===== config.mk =====
export PLATFORM = sky130hd
export DESIGN_NAME = tclko_timer
export DESIGN_NICKNAME = d
export VERILOG_FILES = /design/src/tclko_pkg.sv /design/src/tclko_timer.sv
export VERILOG_INCLUDE_DIRS = /design/src
export SDC_FILE = /design/constraint.sdc
export NUM_CORES = 1
export LEC_CHECK = 0
export ABC_CLOCK_PERIOD_IN_PS = 2300
export BUFFER_PORTS_ARGS = -buffer_cell sky130_fd_sc_hd__buf_2
export CORE_ASPECT_RATIO = 1.5
export CORE_UTILIZATION = 50
export CTS_CLUSTER_DIAMETER = 40
export DETAILED_ROUTE_END_ITERATION = 10
export HOLD_SLACK_MARGIN = 0.15
export PLACE_DENSITY = 0.77
export SLEW_MARGIN = 15
export SYNTH_ARGS = -nofsm -noshare
export SYNTH_HDL_FRONTEND = slang
export SYNTH_SLANG_ARGS = --single-unit

===== constraint.sdc =====
create_clock -name hclk -period 2.3 [get_ports hclk]
set_input_delay 0.345 -clock hclk [delete_from_list [all_inputs] [get_ports hclk]]
set_output_delay 0.345 -clock hclk [all_outputs]
set_load 0.01 [all_outputs]

===== src/tclko_consts.svh =====
// constants for the timer clock-out block: offsets, bit positions, resets, timing
// assumes inclusion by the timer module and package users only
`ifndef TCLKO_CONSTS_SVH
`define TCLKO_CONSTS_SVH
`define TCLKO_OFF_CONTROL 8'hC8
`define TCLKO_OFF_MODE 8'hC9
`define TCLKO_OFF_RELOAD_LOW 8'hCA
`define TCLKO_OFF_RELOAD_HIGH 8'hCB
`define TCLKO_OFF_COUNT_LOW 8'hCC
`define TCLKO_OFF_COUNT_HIGH 8'hCD
`define TCLKO_OFF_BITSET 8'hD0
`define TCLKO_OFF_BITCLR 8'hD4
`define TCLKO_BIT_OVF 7
`define TCLKO_BIT_EXF 6
`define TCLKO_BIT_RXSEL 5
`define TCLKO_BIT_TXSEL 4
`define TCLKO_BIT_EXEN 3
`define TCLKO_BIT_RUN 2
`define TCLKO_BIT_CSRC 1
`define TCLKO_BIT_CPRL 0
`define TCLKO_BIT_CLKOE 1
`define TCLKO_BIT_DCEN 0
`define TCLKO_RST_BYTE 8'h00
`define TCLKO_RST_COUNT 16'h0000
`define TCLKO_OSC_DIV 2
`endif


===== src/tclko_pkg.sv =====
// types for the timer clock-out block
// assumes tclko_consts.svh supplies the numbers
package tclko_pkg;
    typedef enum logic [1:0] {
        TCLKO_SRC_STOP,
        TCLKO_SRC_OSC,
        TCLKO_SRC_PIN
    } tclko_src_t;
endpackage


===== src/tclko_timer.sv =====
// 16-bit timer with clock-out, reload/capture and control register, AHB-Lite slave
// assumes a single AHB-Lite master, word transfers; pins from outside are synchronised here
`timescale 1ns/1ps
`include "tclko_consts.svh"

module tclko_timer (
    // bus clock and reset
    input wire logic hclk,
    input wire logic hresetn,
    // ahb-lite slave
    input wire logic hsel,
    input wire logic [31:0] haddr,
    input wire logic [1:0] htrans,
    input wire logic hwrite,
    input wire logic [2:0] hsize,
    input wire logic [31:0] hwdata,
    input wire logic hready,
    output logic [31:0] hrdata,
    output logic hreadyout,
    output logic hresp,
    // pins
    input wire logic count_in_clock_out_pin_in,
    output logic count_in_clock_out_pin_out,
    output logic count_in_clock_out_pin_oe_n,
    input wire logic external_trigger_pin,
    // serial port and interrupt side
    input wire logic timer1_overflow,
    output logic rx_baud_tick,
    output logic tx_baud_tick,
    output logic timer_irq
);
    logic [7:0] control_reg;
    logic [1:0] mode_reg;
    logic [15:0] count_reg;
    logic [15:0] reload_reg;
    logic clk_out_reg;
    logic div_reg;
    logic [2:0] pin_sync_reg;
    logic [2:0] trig_sync_reg;
    logic wr_pend_reg;
    logic [7:0] wr_addr_reg;
    logic [31:0] rdata_next;
    tclko_pkg::tclko_src_t src;
    logic tick, ovf, trig_fall, baud_mode, cap_mode;
    logic wr_ctl, wr_set, wr_clr;
    logic [7:0] ctl_wdata;

    // one decode for every register write strobe
    function automatic logic wr_hit(input logic pend, input logic [7:0] addr, input logic [7:0] off);
        return pend && (addr == off);
    endfunction

    // address phase captured; writes land in the data phase
    always_ff @(posedge hclk or negedge hresetn) begin
        if (!hresetn) begin
            wr_pend_reg <= 1'b0;
            wr_addr_reg <= 8'h00;
        end else if (hready) begin
            wr_pend_reg <= hsel && htrans[1] && hwrite;
            wr_addr_reg <= haddr[7:0];
        end
    end

    // read data registered so hrdata comes from a flip-flop; zero wait states
    always_comb begin
        rdata_next = 32'h0000_0000;
        case (haddr[7:0])
            `TCLKO_OFF_CONTROL: rdata_next = {24'h000000, control_reg};
            `TCLKO_OFF_MODE: rdata_next = {30'h0000_0000, mode_reg};
            `TCLKO_OFF_RELOAD_LOW: rdata_next = {24'h000000, reload_reg[7:0]};
            `TCLKO_OFF_RELOAD_HIGH: rdata_next = {24'h000000, reload_reg[15:8]};
            `TCLKO_OFF_COUNT_LOW: rdata_next = {24'h000000, count_reg[7:0]};
            `TCLKO_OFF_COUNT_HIGH: rdata_next = {24'h000000, count_reg[15:8]};
            default: rdata_next = 32'h0000_0000;
        endcase
    end

    always_ff @(posedge hclk or negedge hresetn) begin
        if (!hresetn) begin
            hrdata <= 32'h0000_0000;
            hreadyout <= 1'b1;
            hresp <= 1'b0;
        end else begin
            hreadyout <= 1'b1;
            hresp <= 1'b0;
            if (hready && hsel && htrans[1] && !hwrite) begin
                hrdata <= rdata_next;
            end
        end
    end

    // pins are asynchronous: two flops before any logic, third for edge detect
    always_ff @(posedge hclk or negedge hresetn) begin
        if (!hresetn) begin
            pin_sync_reg <= 3'b000;
            trig_sync_reg <= 3'b111;
        end else begin
            pin_sync_reg <= {pin_sync_reg[1:0], count_in_clock_out_pin_in};
            trig_sync_reg <= {trig_sync_reg[1:0], external_trigger_pin};
        end
    end

    // oscillator divided by two
    always_ff @(posedge hclk or negedge hresetn) begin
        if (!hresetn) begin
            div_reg <= 1'b0;
        end else begin
            div_reg <= div_reg + 1'b1;
        end
    end

    assign wr_ctl = wr_hit(wr_pend_reg, wr_addr_reg, `TCLKO_OFF_CONTROL);
    assign wr_set = wr_hit(wr_pend_reg, wr_addr_reg, `TCLKO_OFF_BITSET);
    assign wr_clr = wr_hit(wr_pend_reg, wr_addr_reg, `TCLKO_OFF_BITCLR);
    assign baud_mode = control_reg[`TCLKO_BIT_RXSEL] || control_reg[`TCLKO_BIT_TXSEL];
    // capture only without baud mode and without clock-out
    assign cap_mode = control_reg[`TCLKO_BIT_CPRL] && !baud_mode && !mode_reg[`TCLKO_BIT_CLKOE];
    assign trig_fall = control_reg[`TCLKO_BIT_EXEN] && trig_sync_reg[2] && !trig_sync_reg[1];

    always_comb begin
        if (!control_reg[`TCLKO_BIT_RUN]) begin
            src = tclko_pkg::TCLKO_SRC_STOP;
        end else if (control_reg[`TCLKO_BIT_CSRC] && !mode_reg[`TCLKO_BIT_CLKOE]) begin
            src = tclko_pkg::TCLKO_SRC_PIN;
        end else begin
            src = tclko_pkg::TCLKO_SRC_OSC;
        end
    end

    always_comb begin
        case (src)
            tclko_pkg::TCLKO_SRC_OSC: tick = div_reg;
            tclko_pkg::TCLKO_SRC_PIN: tick = pin_sync_reg[2] && !pin_sync_reg[1];
            default: tick = 1'b0;
        endcase
    end

    assign ovf = tick && (count_reg == 16'hFFFF);

    // byte-wide write or per-bit set/clear; hardware sets win over clears
    always_comb begin
        ctl_wdata = control_reg;
        if (wr_ctl) begin
            ctl_wdata = hwdata[7:0];
        end else if (wr_set) begin
            ctl_wdata = control_reg | hwdata[7:0];
        end else if (wr_clr) begin
            ctl_wdata = control_reg & ~hwdata[7:0];
        end
    end

    always_ff @(posedge hclk or negedge hresetn) begin
        if (!hresetn) begin
            control_reg <= `TCLKO_RST_BYTE;
        end else begin
            control_reg <= ctl_wdata;
            if (ovf && !baud_mode) begin
                control_reg[`TCLKO_BIT_OVF] <= 1'b1;
            end
            if (trig_fall) begin
                control_reg[`TCLKO_BIT_EXF] <= 1'b1;
            end
        end
    end

    always_ff @(posedge hclk or negedge hresetn) begin
        if (!hresetn) begin
            mode_reg <= 2'b00;
        end else if (wr_hit(wr_pend_reg, wr_addr_reg, `TCLKO_OFF_MODE)) begin
            mode_reg <= hwdata[1:0];
        end
    end

    // reload pair shared by baud and clock-out; capture writes it from count
    always_ff @(posedge hclk or negedge hresetn) begin
        if (!hresetn) begin
            reload_reg <= `TCLKO_RST_COUNT;
        end else if (cap_mode && trig_fall) begin
            reload_reg <= count_reg;
        end else if (wr_hit(wr_pend_reg, wr_addr_reg, `TCLKO_OFF_RELOAD_LOW)) begin
            reload_reg[7:0] <= hwdata[7:0];
        end else if (wr_hit(wr_pend_reg, wr_addr_reg, `TCLKO_OFF_RELOAD_HIGH)) begin
            reload_reg[15:8] <= hwdata[7:0];
        end
    end

    // overflow reload also restarts from reload after an odd start count
    always_ff @(posedge hclk or negedge hresetn) begin
        if (!hresetn) begin
            count_reg <= `TCLKO_RST_COUNT;
        end else if (ovf && !cap_mode) begin
            count_reg <= reload_reg;
        end else if (trig_fall && !cap_mode) begin
            count_reg <= reload_reg;
        end else if (wr_hit(wr_pend_reg, wr_addr_reg, `TCLKO_OFF_COUNT_LOW)) begin
            count_reg[7:0] <= hwdata[7:0];
        end else if (wr_hit(wr_pend_reg, wr_addr_reg, `TCLKO_OFF_COUNT_HIGH)) begin
            count_reg[15:8] <= hwdata[7:0];
        end else if (tick) begin
            count_reg <= count_reg + 16'h0001;
        end
    end

    // toggle per overflow gives 50% duty and the factor four
    always_ff @(posedge hclk or negedge hresetn) begin
        if (!hresetn) begin
            clk_out_reg <= 1'b0;
            count_in_clock_out_pin_out <= 1'b0;
            count_in_clock_out_pin_oe_n <= 1'b1;
        end else begin
            if (ovf && mode_reg[`TCLKO_BIT_CLKOE]) begin
                clk_out_reg <= !clk_out_reg;
            end
            count_in_clock_out_pin_out <= clk_out_reg;
            count_in_clock_out_pin_oe_n <= !mode_reg[`TCLKO_BIT_CLKOE];
        end
    end

    // serial clocks and interrupt; clock-out overflows flag nothing in baud mode
    always_ff @(posedge hclk or negedge hresetn) begin
        if (!hresetn) begin
            rx_baud_tick <= 1'b0;
            tx_baud_tick <= 1'b0;
            timer_irq <= 1'b0;
        end else begin
            rx_baud_tick <= control_reg[`TCLKO_BIT_RXSEL] ? ovf : timer1_overflow;
            tx_baud_tick <= control_reg[`TCLKO_BIT_TXSEL] ? ovf : timer1_overflow;
            // overflow flag still visible in clock-out, but it must not interrupt there
            timer_irq <= (control_reg[`TCLKO_BIT_OVF] && !mode_reg[`TCLKO_BIT_CLKOE])
                || control_reg[`TCLKO_BIT_EXF];
        end
    end

    a_ovf_sets_flag: assert property (@(posedge hclk) disable iff (!hresetn)
        (ovf && !baud_mode) |=> control_reg[`TCLKO_BIT_OVF])
        else $error("overflow did not set flag");
    a_baud_no_flag: assert property (@(posedge hclk) disable iff (!hresetn)
        (baud_mode && !$past(control_reg[`TCLKO_BIT_OVF]) && !wr_ctl && !wr_set && !control_reg[`TCLKO_BIT_OVF])
        |=> !(control_reg[`TCLKO_BIT_OVF] && !$past(wr_ctl) && !$past(wr_set) && $past(baud_mode)))
        else $error("flag set in baud mode");
    a_reload_on_ovf: assert property (@(posedge hclk) disable iff (!hresetn)
        (ovf && !cap_mode) |=> count_reg == $past(reload_reg))
        else $error("no reload at overflow");
    a_pin_toggles: assert property (@(posedge hclk) disable iff (!hresetn)
        (ovf && mode_reg[`TCLKO_BIT_CLKOE]) |=> ##1 count_in_clock_out_pin_out != $past(count_in_clock_out_pin_out))
        else $error("clock-out pin did not toggle");
    a_half_rate: assert property (@(posedge hclk) disable iff (!hresetn)
        (src == tclko_pkg::TCLKO_SRC_OSC && tick) |=> !tick)
        else $error("count faster than half oscillator");
    a_stop_holds: assert property (@(posedge hclk) disable iff (!hresetn)
        (!control_reg[`TCLKO_BIT_RUN] && !wr_pend_reg && !trig_fall) |=> $stable(count_reg))
        else $error("counter moved while stopped");
    a_exf_on_edge: assert property (@(posedge hclk) disable iff (!hresetn)
        trig_fall |=> control_reg[`TCLKO_BIT_EXF])
        else $error("trigger edge lost");
    a_irq_follows: assert property (@(posedge hclk) disable iff (!hresetn)
        control_reg[`TCLKO_BIT_EXF] |=> timer_irq)
        else $error("interrupt not requested");
    a_oe_follows: assert property (@(posedge hclk) disable iff (!hresetn)
        mode_reg[`TCLKO_BIT_CLKOE] |=> !count_in_clock_out_pin_oe_n)
        else $error("pin not driven in clock-out");
    a_oe_released: assert property (@(posedge hclk) disable iff (!hresetn)
        !mode_reg[`TCLKO_BIT_CLKOE] |=> count_in_clock_out_pin_oe_n)
        else $error("pin driven outside clock-out");

    // interrupt request path
    a_no_clko_irq: assert property (@(posedge hclk) disable iff (!hresetn)
        (mode_reg[`TCLKO_BIT_CLKOE] && !control_reg[`TCLKO_BIT_EXF]) |=> !timer_irq)
        else $error("clock-out overflow raised interrupt");
    a_irq_on_ovf: assert property (@(posedge hclk) disable iff (!hresetn)
        (control_reg[`TCLKO_BIT_OVF] && !mode_reg[`TCLKO_BIT_CLKOE]) |=> timer_irq)
        else $error("overflow flag did not interrupt");

    // flags stay until software touches the register; trigger edge seen only with its enable set
    a_ovf_sticky: assert property (@(posedge hclk) disable iff (!hresetn)
        (control_reg[`TCLKO_BIT_OVF] && !wr_pend_reg) |=> control_reg[`TCLKO_BIT_OVF])
        else $error("overflow flag dropped by itself");
    a_exf_sticky: assert property (@(posedge hclk) disable iff (!hresetn)
        (control_reg[`TCLKO_BIT_EXF] && !wr_pend_reg) |=> control_reg[`TCLKO_BIT_EXF])
        else $error("external flag dropped by itself");
    a_edge_gated: assert property (@(posedge hclk) disable iff (!hresetn)
        !control_reg[`TCLKO_BIT_EXEN] |-> !trig_fall)
        else $error("trigger edge seen while disabled");

    // counter stepping and reloads
    a_count_step: assert property (@(posedge hclk) disable iff (!hresetn)
        (tick && !ovf && !wr_pend_reg && !trig_fall) |=> count_reg == $past(count_reg) + 16'h0001)
        else $error("counter did not step by one");
    a_stop_no_tick: assert property (@(posedge hclk) disable iff (!hresetn)
        !control_reg[`TCLKO_BIT_RUN] |-> !tick)
        else $error("tick while stopped");
    a_baud_reload: assert property (@(posedge hclk) disable iff (!hresetn)
        (ovf && baud_mode) |=> count_reg == $past(reload_reg))
        else $error("baud mode overflow did not reload");
    a_trig_reload: assert property (@(posedge hclk) disable iff (!hresetn)
        (trig_fall && !cap_mode && !ovf) |=> count_reg == $past(reload_reg))
        else $error("trigger edge did not reload");
    a_no_pin_src: assert property (@(posedge hclk) disable iff (!hresetn)
        mode_reg[`TCLKO_BIT_CLKOE] |-> src != tclko_pkg::TCLKO_SRC_PIN)
        else $error("pin counted while driving clock-out");

    // clock-out pin and serial clocks
    a_pin_follows: assert property (@(posedge hclk) disable iff (!hresetn)
        1'b1 |=> count_in_clock_out_pin_out == $past(clk_out_reg))
        else $error("pin does not carry the square wave");
    a_no_stray_toggle: assert property (@(posedge hclk) disable iff (!hresetn)
        !(ovf && mode_reg[`TCLKO_BIT_CLKOE]) |=> $stable(clk_out_reg))
        else $error("clock-out toggled without overflow");
    a_rx_timer2: assert property (@(posedge hclk) disable iff (!hresetn)
        control_reg[`TCLKO_BIT_RXSEL] |=> rx_baud_tick == $past(ovf))
        else $error("receive clock not from timer 2");
    a_rx_timer1: assert property (@(posedge hclk) disable iff (!hresetn)
        !control_reg[`TCLKO_BIT_RXSEL] |=> rx_baud_tick == $past(timer1_overflow))
        else $error("receive clock not from timer 1");
    a_tx_timer2: assert property (@(posedge hclk) disable iff (!hresetn)
        control_reg[`TCLKO_BIT_TXSEL] |=> tx_baud_tick == $past(ovf))
        else $error("transmit clock not from timer 2");
    a_tx_timer1: assert property (@(posedge hclk) disable iff (!hresetn)
        !control_reg[`TCLKO_BIT_TXSEL] |=> tx_baud_tick == $past(timer1_overflow))
        else $error("transmit clock not from timer 1");
endmodule


==> results of run 1 <==
## power by group through the flow
stage,logic [mW],registers (mW),clock network (mW)
final,1.26,1.66,1.28
after global placement,1.21,1.67,0
after detailed placement,1.24,1.68,0
after CTS,1.25,1.66,1.30
after global routing,1.39,1.69,1.34
after floorplan,1.01,1.59,0
## final cells by class
cell class,count,area (sq um)
inverters,6,22.52
multi-input cells,338,2196
clock buffers,15,267.8
fillers,741,3343
flip-flops and latches,72,1807
well taps,105,131.4
repair buffers,55,340.3
## metal layers
metal  wire length, microns  global-route usage (%)  up-vias
met1                   4001                   28.82     1663
met2                   5171                   42.18      142
met4                    933                   25.79        2
met5                     28                       0        -
met3                    454                   3.651       60
li1                       -                       -     1616
## cell usage after synthesis, types with 2 or more instances
cell      instances  share of area [%]
nand3b_1          3               0.53
nand4_2           2               0.59
o21ai_0          34                4.0
mux2i_1          32                7.6
nand3_1           8               0.95
nor2b_1           3               0.44
o21ai_1           3               0.35
mux2_2           18                4.8
buf_4            28                5.0
a21oi_1          30                3.5
nor3_1            6               0.71
inv_1             6               0.53
dfstp_2           4                2.5
nand2_1          59                5.2
nor4_1           10                1.5
xor2_1            2               0.41
nor3b_1           2               0.35
xnor2_1          10                2.1
buf_2             8               0.95
clkbuf_1          7               0.62
or3_1             2               0.30
nand4_1           6               0.89
a221oi_1          6                1.2
nor2_1           26                2.3
dfrtp_1          68                 40
clkbuf_2          2               0.24
conb_1            2               0.18
nand3_2           2               0.47
o21ai_2           2               0.41
and3_1            2               0.30
a21o_1            2               0.35
a31oi_1           3               0.44
and3b_1           2               0.41
o211ai_1         14                2.5
## logic make-up after synthesis
logic type	count (synthesis)
AO/OA/AOI/OAI	103
XOR/XNOR	12
adder cells (fa/ha/maj)	1
buffers and inverters	53
flip-flops	72
multiplexers	51
other	2
AND/OR/NAND/NOR	145
## worst register-to-register path: stages (launching register included)
cell,delay (ns)
dfrtp_1,0.47
nor3b_4,0.41
nand4_4,0.31
a21bo_2,0.38
a221oi_2,0.23
o21ai_1,0.10
## repair_timing
action	CTS	global route
buffers inserted	0	0
endpoints found under the hold margin	70	0
hold buffers	3	0
## through the flow
stage / power [mW] / instances / utilization [%] / setup WS [ns] / hold WS (ns)
final: 4.204 / 591 / 58.77 / 0.2802 / 0.2515
after global routing: 4.418 / 591 / 58.77 / 0.1045 / 0.2591
after CTS: 4.208 / 591 / 58.77 / 0.2987 / 0.2448
after detailed placement: 2.916 / 573 / 55.09 / 0.3158 / 0.3426
after global placement: 2.877 / 573 / 55.09 / 0.3365 / 0.3380
after floorplan: 2.604 / 463 / - / 0.4510 / 0.04941
## worst max path at each step
stage                     slack (ns)                       end                       start
after global placement          0.34  count_reg[0]$_DFFE_PN0P_  wr_addr_reg[0]$_DFFE_PN0P_
after detailed placement        0.32  count_reg[0]$_DFFE_PN0P_  wr_addr_reg[0]$_DFFE_PN0P_
after global routing            0.10  count_reg[7]$_DFFE_PN0P_    count_reg[7]$_DFFE_PN0P_
after floorplan                 0.45  count_reg[5]$_DFFE_PN0P_    count_reg[0]$_DFFE_PN0P_
after CTS                       0.30  count_reg[0]$_DFFE_PN0P_  wr_addr_reg[0]$_DFFE_PN0P_
final                           0.28  count_reg[0]$_DFFE_PN0P_  wr_addr_reg[0]$_DFFE_PN0P_
==> flow_metrics.tcl, run 1 <==
set metrics [dict create \
    ys_ff_latch 72 \
    crit_required_ns 2.51 \
    synth_cell_types 59 \
    post_drt_wl_per_cell_microns 17.92 \
    rr_endpoint "count_reg[0]$_DFFE_PN0P_" \
    cellLeakagePower_nw 2.052 \
    worstPathArrival_ns 2.23 \
    rsz0062_at_grt "false" \
    min-delay-start "timer1_overflow" \
    cts_buffers 9 \
    fin_crit_sh_pct 87.82 \
    num_vias 3483 \
    grt_max_degree 73 \
    antenna_left 0 \
    r2r_setup_slack_ns 0.28 \
    gp_congestion 0.9720 \
    irDropWorstVdd_mv 0.6119 \
    outcome "finished, final reports clean" \
    slowest_delay_ns 0.47 \
    place_area_sq_um 4467 \
    dieArea_sq_um 8853 \
    n_antenna_cell 0 \
    core_sq_um 8108 \
    power.share.switching_pct 33.78 \
    crit_buf_inv 0 \
    synth_ff_type "dfrtp_1" \
    gr-usage-all-layers_pct 25.98 \
    p_int_mw 2.784 \
    muxShareOfSynthArea_pct 12.88 \
    ys_seq_area_share_pct 42.65 \
    power_frac_seq_pct 39.6 \
    synth_xor_xnor_area_share_pct 2.481 \
    syn-cell-area_sq_um 4237 \
    grt-ovfl-total 0 \
    path_cells "nor3b_4, nand4_4, a21bo_2, a221oi_2, o21ai_1" \
    synth_compound_area_share_pct 15.24 \
    hold_depth 2 \
    rows 40 \
    reg2reg_depth 5 \
    clk_path_buf_depth 2 \
    fin_skew_ns 0.007581 \
    grt_pass1_wl_microns 17300 \
    cts_tree "done" \
    initial_core_util_pct 52.25 \
    crit_family "simple AND/OR/NAND/NOR gates" \
    design_area_sq_um 4765 \
    via_per_inst 5.893 \
    fp.dieW_microns 77.16 \
    slew_viol_final 0 \
    cellPowerDensity_nw_per_um2 882.4 \
    io_buffers 37 \
    io_pins 116 \
    fin_crit_ns 2.020 \
    final_nets 560 \
    fin_tns_setup_ns 0 \
    relSlewSlack_pct 58.16 \
    hp-class "in -> reg" \
    drc 0 \
    worstSetupStartpointType "register" \
    drtIter0Drc 245 \
    slowest_stage "dfrtp_1" \
    pwr-share-clk_pct 30.4 \
    area_delta_synth_final_pct 12.46 \
    totalWireLength_microns 10590 \
    drive_gt1_share_pct 21.19 \
    post_cts_resize_count 0 \
    final_common_cell "dfrtp_1" \
    setup_viol 0 \
    synth-async-reset-ratio_pct 100.0 \
    path_max_fanout 16 \
    tightest_slew_ns 0.6276 \
    final_cell_mix "dfrtp_1 (68), nand2_1 (59), buf_2 (37)" \
    syn_avg_cell_area_sq_um 9.650 \
    r2r-start "wr_addr_reg[0]$_DFFE_PN0P_" \
    dr.pass1.iters 5 \
    crit_cells 5 \
    fp.dieH_microns 114.7 \
    p_comb_share_pct 30.1 \
    cts_root_buf "clkbuf_16" \
    cts.sinks 72 \
    synth_fa_ha_area_share_pct 0.2953 \
    clk_pin_slew_ns 0.05 \
    syn_inst 439 \
    yosysWarnings 0 \
    htreeDepth 3 \
    grt_pass1_vias 3383 \
    holdPathEnd "tx_baud_tick$_DFF_PN0_" \
    final_hold_viol_count 0 \
    maxCapViolCount 0 \
    synthSimpleGateAreaFrac_pct 18.64 \
    clock_latency_ns 0.34 \
    switchingPower_mw 1.420 \
    dpl.hpwl_microns 7496 \
    path_class "reg -> reg" \
    endpoint_kind "register" \
    synth_edf_count 0 \
    synth_top_family_by_area "simple AND/OR/NAND/NOR gates" \
    antenna_found_initial 0 \
    fmax_ghz 0.4951 \
]
Power figures use the tool's default switching activity.
==> run 2: changes to the inputs <==
--- a/config.mk
+++ b/config.mk
@@ -9,11 +9,11 @@
 export ABC_CLOCK_PERIOD_IN_PS = 2300
 export BUFFER_PORTS_ARGS = -buffer_cell sky130_fd_sc_hd__buf_2
 export CORE_ASPECT_RATIO = 1.5
-export CORE_UTILIZATION = 50
+export CORE_UTILIZATION = 53
 export CTS_CLUSTER_DIAMETER = 40
 export DETAILED_ROUTE_END_ITERATION = 10
 export HOLD_SLACK_MARGIN = 0.15
-export PLACE_DENSITY = 0.77
+export PLACE_DENSITY = 0.81
 export SLEW_MARGIN = 15
 export SYNTH_ARGS = -nofsm -noshare
 export SYNTH_HDL_FRONTEND = slang
==> run 2 against run 1 <==
Cell area fell by 0.21%. Die area fell by 5.5%. Global-route usage rose by 1.9 points. Utilization rose by 3.3 points. Via count rose by 0.60%. Hold slack improved by 0.0090 ns. Clock skew fell by 0.0017 ns. Sequential power barely moved. Combinational power fell by 3%. Maximum frequency fell by 3.9%. First-iteration DRC count fell by 7.8%. Critical path type unchanged. Largest power group unchanged.
==> flow_metrics.tcl, run 2 (same netlist as run 1, synthesis figures left out) <==
set metrics [dict create \
    outcome "finished, final reports clean" \
    dpl.hpwl_microns 7580 \
    worstPathArrival_ns 2.31 \
    fill_cells 651 \
    path_max_fanout 16 \
    io_pins 116 \
    irDropWorstVdd_mv 0.6089 \
    crit_required_ns 2.50 \
    cts_setup_buffers 0 \
    power_mw 4.270 \
    cts_buffers 9 \
    final_nets 556 \
    initial_core_util_pct 55.30 \
    worstSetupStartpointType "register" \
    cts.sinks 72 \
    cellLeakagePower_nw 2.052 \
    fp.dieW_microns 75 \
    rsz0062_at_grt "false" \
    post_cts_resize_count 0 \
    worst_slack_ns 0.1990 \
    dr.pass1.iters 5 \
    fin_tns_setup_ns 0 \
    core_sq_um 7661 \
    grt_pass1_wl_microns 17170 \
    endpoint_kind "register" \
    cellPowerDensity_nw_per_um2 898.0 \
    slowest_delay_ns 0.52 \
    clk_path_buf_depth 2 \
    grt-ovfl-total 0 \
    grt_max_degree 48 \
    final_common_cell "dfrtp_1" \
    dieArea_sq_um 8363 \
    fin_skew_ns 0.005923 \
    path_cells "nand4_2, nor2_1, nand4_1, a21o_1, nor2_1, a21oi_1" \
    r2r_setup_slack_ns 0.20 \
    fp.dieH_microns 111.5 \
    cts_tree "done" \
    reg2reg_depth 6 \
    cpMostUsedCell "nor2_1" \
    htreeDepth 3 \
    gp_congestion 0.9366 \
    maxCapViolCount 0 \
    clk_pin_slew_ns 0.05 \
    fin_crit_sh_pct 91.35 \
    final_cell_mix "dfrtp_1 (68), nand2_1 (59), buf_2 (37)" \
    io_buffers 37 \
    totalWireLength_microns 10550 \
    rr_endpoint "count_reg[14]$_DFFE_PN0P_" \
    drc 0 \
    clock_latency_ns 0.34 \
    area_delta_synth_final_pct 12.23 \
    relSlewSlack_pct 60.36 \
    num_vias 3504 \
    drive_gt1_share_pct 21.12 \
    holdPathEnd "rx_baud_tick$_DFF_PN0_" \
    r2r-start "count_reg[7]$_DFFE_PN0P_" \
    grt_pass1_vias 3411 \
    slew_viol_final 0 \
    crit_buf_inv 0 \
    hold_depth 2 \
    n_antenna_cell 0 \
    path_class "reg -> reg" \
    hp-class "in -> reg" \
    cts_root_buf "clkbuf_16" \
    antenna_left 0 \
    slowest_stage "dfrtp_1" \
    via_per_inst 5.990 \
    crit_family "simple AND/OR/NAND/NOR gates" \
    final_hold_viol_count 0 \
    min-delay-start "timer1_overflow" \
    fmax_ghz 0.4760 \
    tightest_slew_ns 0.5946 \
    rows 39 \
    whs_ns 0.2604 \
    gr-usage-all-layers_pct 27.89 \
    crit_cells 6 \
    fin_crit_ns 2.101 \
    antenna_found_initial 0 \
    setup_viol 0 \
    post_drt_wl_per_cell_microns 18.03 \
    pre_cts_ws_ns 0.2695 \
    drtIter0Drc 226 \
]
-- run 2: changes by cell type in the layout (fill, tap and decap cells not counted), sizes merged --
cell / previous run / this run
clkbuf: 15 / 12
buf: 52 / 48
bufinv: 0 / 1
clkinv: 0 / 3
-- run 2: layout make-up --
cell class / count / area [sq um] / share of cell area [%]
clock buffer: 12 / 246.5 / 5.184
inverter: 6 / 22.52 / 0.4737
timing repair buffer: 51 / 310.3 / 6.526
tap: 102 / 127.6 / 2.684
sequential: 72 / 1807 / 38.00
clock inverter: 4 / 45.04 / 0.9474
multi-input combinational: 338 / 2196 / 46.18
-- run 2: through the flow --
stage / std cells / utilization [%] / cell area [sq um]
2_1_floorplan: 463 / - / 4327
3_3_place_gp: 566 / 57.86 / 4433
3_5_place_dp: 566 / 57.86 / 4433
4_1_cts: 585 / 62.06 / 4755
5_1_grt: 585 / 62.06 / 4755
6_report: 585 / 62.06 / 4755
-- run 2: per-layer routing --
| metal | track usage, % | vias up | share of wire, % |
|---|---|---|---|
| li1 | - | 1607 | - |
| met1 | 32.63 | 1711 | 38 |
| met2 | 44.62 | 143 | 51 |
| met3 | 5.249 | 43 | 4.7 |
| met4 | 19.75 | 0 | 6.6 |
| met5 | 0 | - | 0 |
-- run 2: report_power, final --
group / internal (mW) / total, mW / switching [mW] / leakage (nW)
sequential: 1.44 / 1.68 / 0.242 / 0.767
combinational: 0.542 / 1.22 / 0.674 / 1.14
clock: 0.863 / 1.37 / 0.510 / 0.146
total: 2.84 / 4.27 / 1.43 / 2.05
-- run 2: repair_timing --
item	4_1_cts	5_1_grt
hold endpoints to repair	27	0
endpoints found under the setup margin	0	0
hold buffers	3	0
-- run 2: worst max-delay path by stage --
stage / start / slack (ns) / end
3_5_place_dp: count_reg[7]$_DFFE_PN0P_ / 0.27 / count_reg[14]$_DFFE_PN0P_
2_1_floorplan: count_reg[0]$_DFFE_PN0P_ / 0.45 / count_reg[5]$_DFFE_PN0P_
5_1_grt: count_reg[7]$_DFFE_PN0P_ / 0.1 / count_reg[14]$_DFFE_PN0P_
4_1_cts: count_reg[7]$_DFFE_PN0P_ / 0.25 / count_reg[14]$_DFFE_PN0P_
3_3_place_gp: count_reg[7]$_DFFE_PN0P_ / 0.29 / count_reg[7]$_DFFE_PN0P_
6_report: count_reg[7]$_DFFE_PN0P_ / 0.20 / count_reg[14]$_DFFE_PN0P_
==> run 3: changes to the inputs <==
--- a/config.mk
+++ b/config.mk
@@ -6,14 +6,14 @@
 export SDC_FILE = /design/constraint.sdc
 export NUM_CORES = 1
 export LEC_CHECK = 0
-export ABC_CLOCK_PERIOD_IN_PS = 2300
+export ABC_CLOCK_PERIOD_IN_PS = 1800
 export BUFFER_PORTS_ARGS = -buffer_cell sky130_fd_sc_hd__buf_2
 export CORE_ASPECT_RATIO = 1.5
-export CORE_UTILIZATION = 53
+export CORE_UTILIZATION = 48
 export CTS_CLUSTER_DIAMETER = 40
 export DETAILED_ROUTE_END_ITERATION = 10
 export HOLD_SLACK_MARGIN = 0.15
-export PLACE_DENSITY = 0.81
+export PLACE_DENSITY = 0.77
 export SLEW_MARGIN = 15
 export SYNTH_ARGS = -nofsm -noshare
 export SYNTH_HDL_FRONTEND = slang
==> constraint.sdc (replaced) <==
create_clock -name hclk -period 1.8 [get_ports hclk]
set_input_delay 0.27 -clock hclk [delete_from_list [all_inputs] [get_ports hclk]]
set_output_delay 0.27 -clock hclk [all_outputs]
set_load 0.01 [all_outputs]
==> run 3 against run 2 <==
Clock skew grew 0.0027 ns. Die area is 10% higher. Global-route usage fell by 0.69 points. Largest power group is now combinational cells. Critical endpoint unchanged. Sequential power grew 19%. Cell area rose by 10%. Maximum frequency up 20%. Largest cell class unchanged. Final cell count is 8.9% higher.
==> flow_metrics.tcl, run 3 (same netlist as run 1, synthesis figures left out) <==
set metrics [dict create \
    met3_usage_pct 5.349 \
    htreeDepth 3 \
    grt_use_met2_pct 46.67 \
    busiest_layer "met2" \
    hold_depth 2 \
    setup_viol 0 \
    gr-usage-all-layers_pct 27.20 \
    fin_skew_ns 0.008576 \
    outcome "finished, final reports clean" \
    io_buffers 37 \
    crit_required_ns 2.06 \
    fin_crit_sh_pct 97.61 \
    fp.dieW_microns 78.71 \
    path_class "reg -> reg" \
    irDropWorstVdd_mv 0.8090 \
    min-delay-start "haddr[5]" \
    drc 0 \
    via_per_inst 5.889 \
    worstPathArrival_ns 2.02 \
    dr.pass1.iters 5 \
    hp-class "in -> reg" \
    clk_pin_slew_ns 0.06 \
    dpl.cell_count 609 \
    num_vias 3751 \
    cts_root_buf "clkbuf_16" \
    startpoint "count_reg[1]$_DFFE_PN0P_" \
    power_frac_seq_pct 34.0 \
    core_sq_um 8464 \
    switchingPower_mw 2.025 \
    drtIter0Drc 412 \
    dieArea_sq_um 9213 \
    totalWireLength_microns 11800 \
    final_nets 603 \
    p_int_mw 3.857 \
    post_drt_wl_per_cell_microns 18.52 \
    initial_core_util_pct 50.05 \
    whs_ns 0.1747 \
    fill_cells 699 \
    cellPowerDensity_nw_per_um2 1123 \
    antenna_left 0 \
    dpl.hpwl_microns 8337 \
    clock_latency_ns 0.34 \
    reg2reg_depth 8 \
    path_max_fanout 11 \
    antenna_found_initial 0 \
    fmax_ghz 0.5691 \
    gp_congestion 0.9890 \
    final_hold_viol_count 0 \
    slew_viol_final 0 \
    fin_crit_ns 1.757 \
    drive_gt1_share_pct 31.13 \
    grtUsageMet1_pct 29.48 \
    area_delta_synth_final_pct 23.63 \
    rsz0062_at_grt "true" \
    p_comb_share_pct 37.3 \
    n_antenna_cell 0 \
    multi_input_area_sq_um 2280 \
    power.share.switching_pct 34.43 \
    fp.dieH_microns 117.1 \
    grt-ovfl-total 0 \
    final_common_cell "dfrtp_1" \
    regArea_sq_um 1808 \
    grt_pass1_vias 3612 \
    grt_max_degree 40 \
    clk_path_buf_depth 2 \
    io_pins 116 \
    final_cell_mix "dfrtp_1 (67), nand2_1 (58), buf_4 (52)" \
    pwr-share-clk_pct 28.7 \
    endpoint_kind "register" \
    rows 41 \
    fin_cells 637 \
    cellLeakagePower_nw 2.269 \
    grt_pass1_wl_microns 18280 \
    maxCapViolCount 0 \
    cts_tree "done" \
    cts_buffers 9 \
    r2r-start "count_reg[1]$_DFFE_PN0P_" \
    cts.sinks 72 \
    worstSetupStartpointType "register" \
]
run 3: cell types whose count changed in the layout (fill, tap and decap cells not counted), sizes merged:
cell | previous run | this run
bufinv | 1 | 0
buf | 48 | 95
clkinvlp | 0 | 2
clkinv | 3 | 2
run 3: per-layer routing:
layer	up-vias	wire length, microns
li1	1703	-
met1	1799	4175
met2	192	6089
met3	57	743
met4	0	789
met5	-	0
run 3: repair_timing:
item,4_1_cts,5_1_grt
hold endpoints to repair,15,0
endpoints found under the setup margin,31,36
hold buffers,3,0
resized for setup,5,15
pin swaps,5,9
setup buffers,3,6
run 3: final timing paths:
path,to,slack (ns)
setup / recovery,count_reg[14]$_DFFE_PN0P_,0.04
hold / removal,wr_addr_reg[5]$_DFFE_PN0P_,0.17
setup reg to reg,count_reg[14]$_DFFE_PN0P_,0.04
hold reg to reg,pin_sync_reg[1]$_DFF_PN0_,0.35
max in group asynchronous,count_in_clock_out_pin_oe_n$_DFF_PN1_,0.79
min in group asynchronous,count_reg[0]$_DFFE_PN0P_,0.36
run 3: worst max-delay path, cell delays in order, from the launching register on:
cell	delay (ns)
dfrtp_1	0.39
ha_4	0.17
nand3_4	0.08
nor3_4	0.15
nand4_1	0.24
a21oi_4	0.28
buf_12	0.17
a21oi_1	0.04
a21oi_1	0.16
run 3: power by group through the flow:
stage                     Combinational, mW  Sequential (mW)  Clock [mW]
final                                  2.19             2.00        1.69
after global routing                   2.39             2.02        1.79
after CTS                              2.08             2.00        1.72
after detailed placement               2.02             2.03           0
after global placement                 1.97             2.01           0
after floorplan                        1.30             2.04           0
run 3: per-stage QoR:
| stage | power [mW] | cell area (sq um) | setup WS [ns] | TNS [ns] | util (%) |
|---|---|---|---|---|---|
| CTS | 5.797 | 5135 | 0.008587 | 0 | 60.67 |
| finish | 5.882 | 5238 | 0.04295 | 0 | 61.88 |
| global route | 6.203 | 5238 | -0.07171 | -0.4770 | 61.88 |
| global placement | 3.981 | 4763 | -0.03369 | -0.2365 | 56.27 |
| detailed placement | 4.050 | 4763 | -0.07085 | -0.7058 | 56.27 |
| floorplan | 3.349 | 4340 | 0.02917 | 0 | - |
run 3: layout make-up:
| type | instances | share of cell area (%) |
|---|---|---|
| inverter | 6 | 0.4300 |
| sequential | 72 | 34.52 |
| clock buffer | 12 | 4.897 |
| multi-input combinational | 338 | 43.53 |
| tap | 107 | 2.556 |
| timing repair buffer | 98 | 13.52 |
| clock inverter | 4 | 0.5495 |
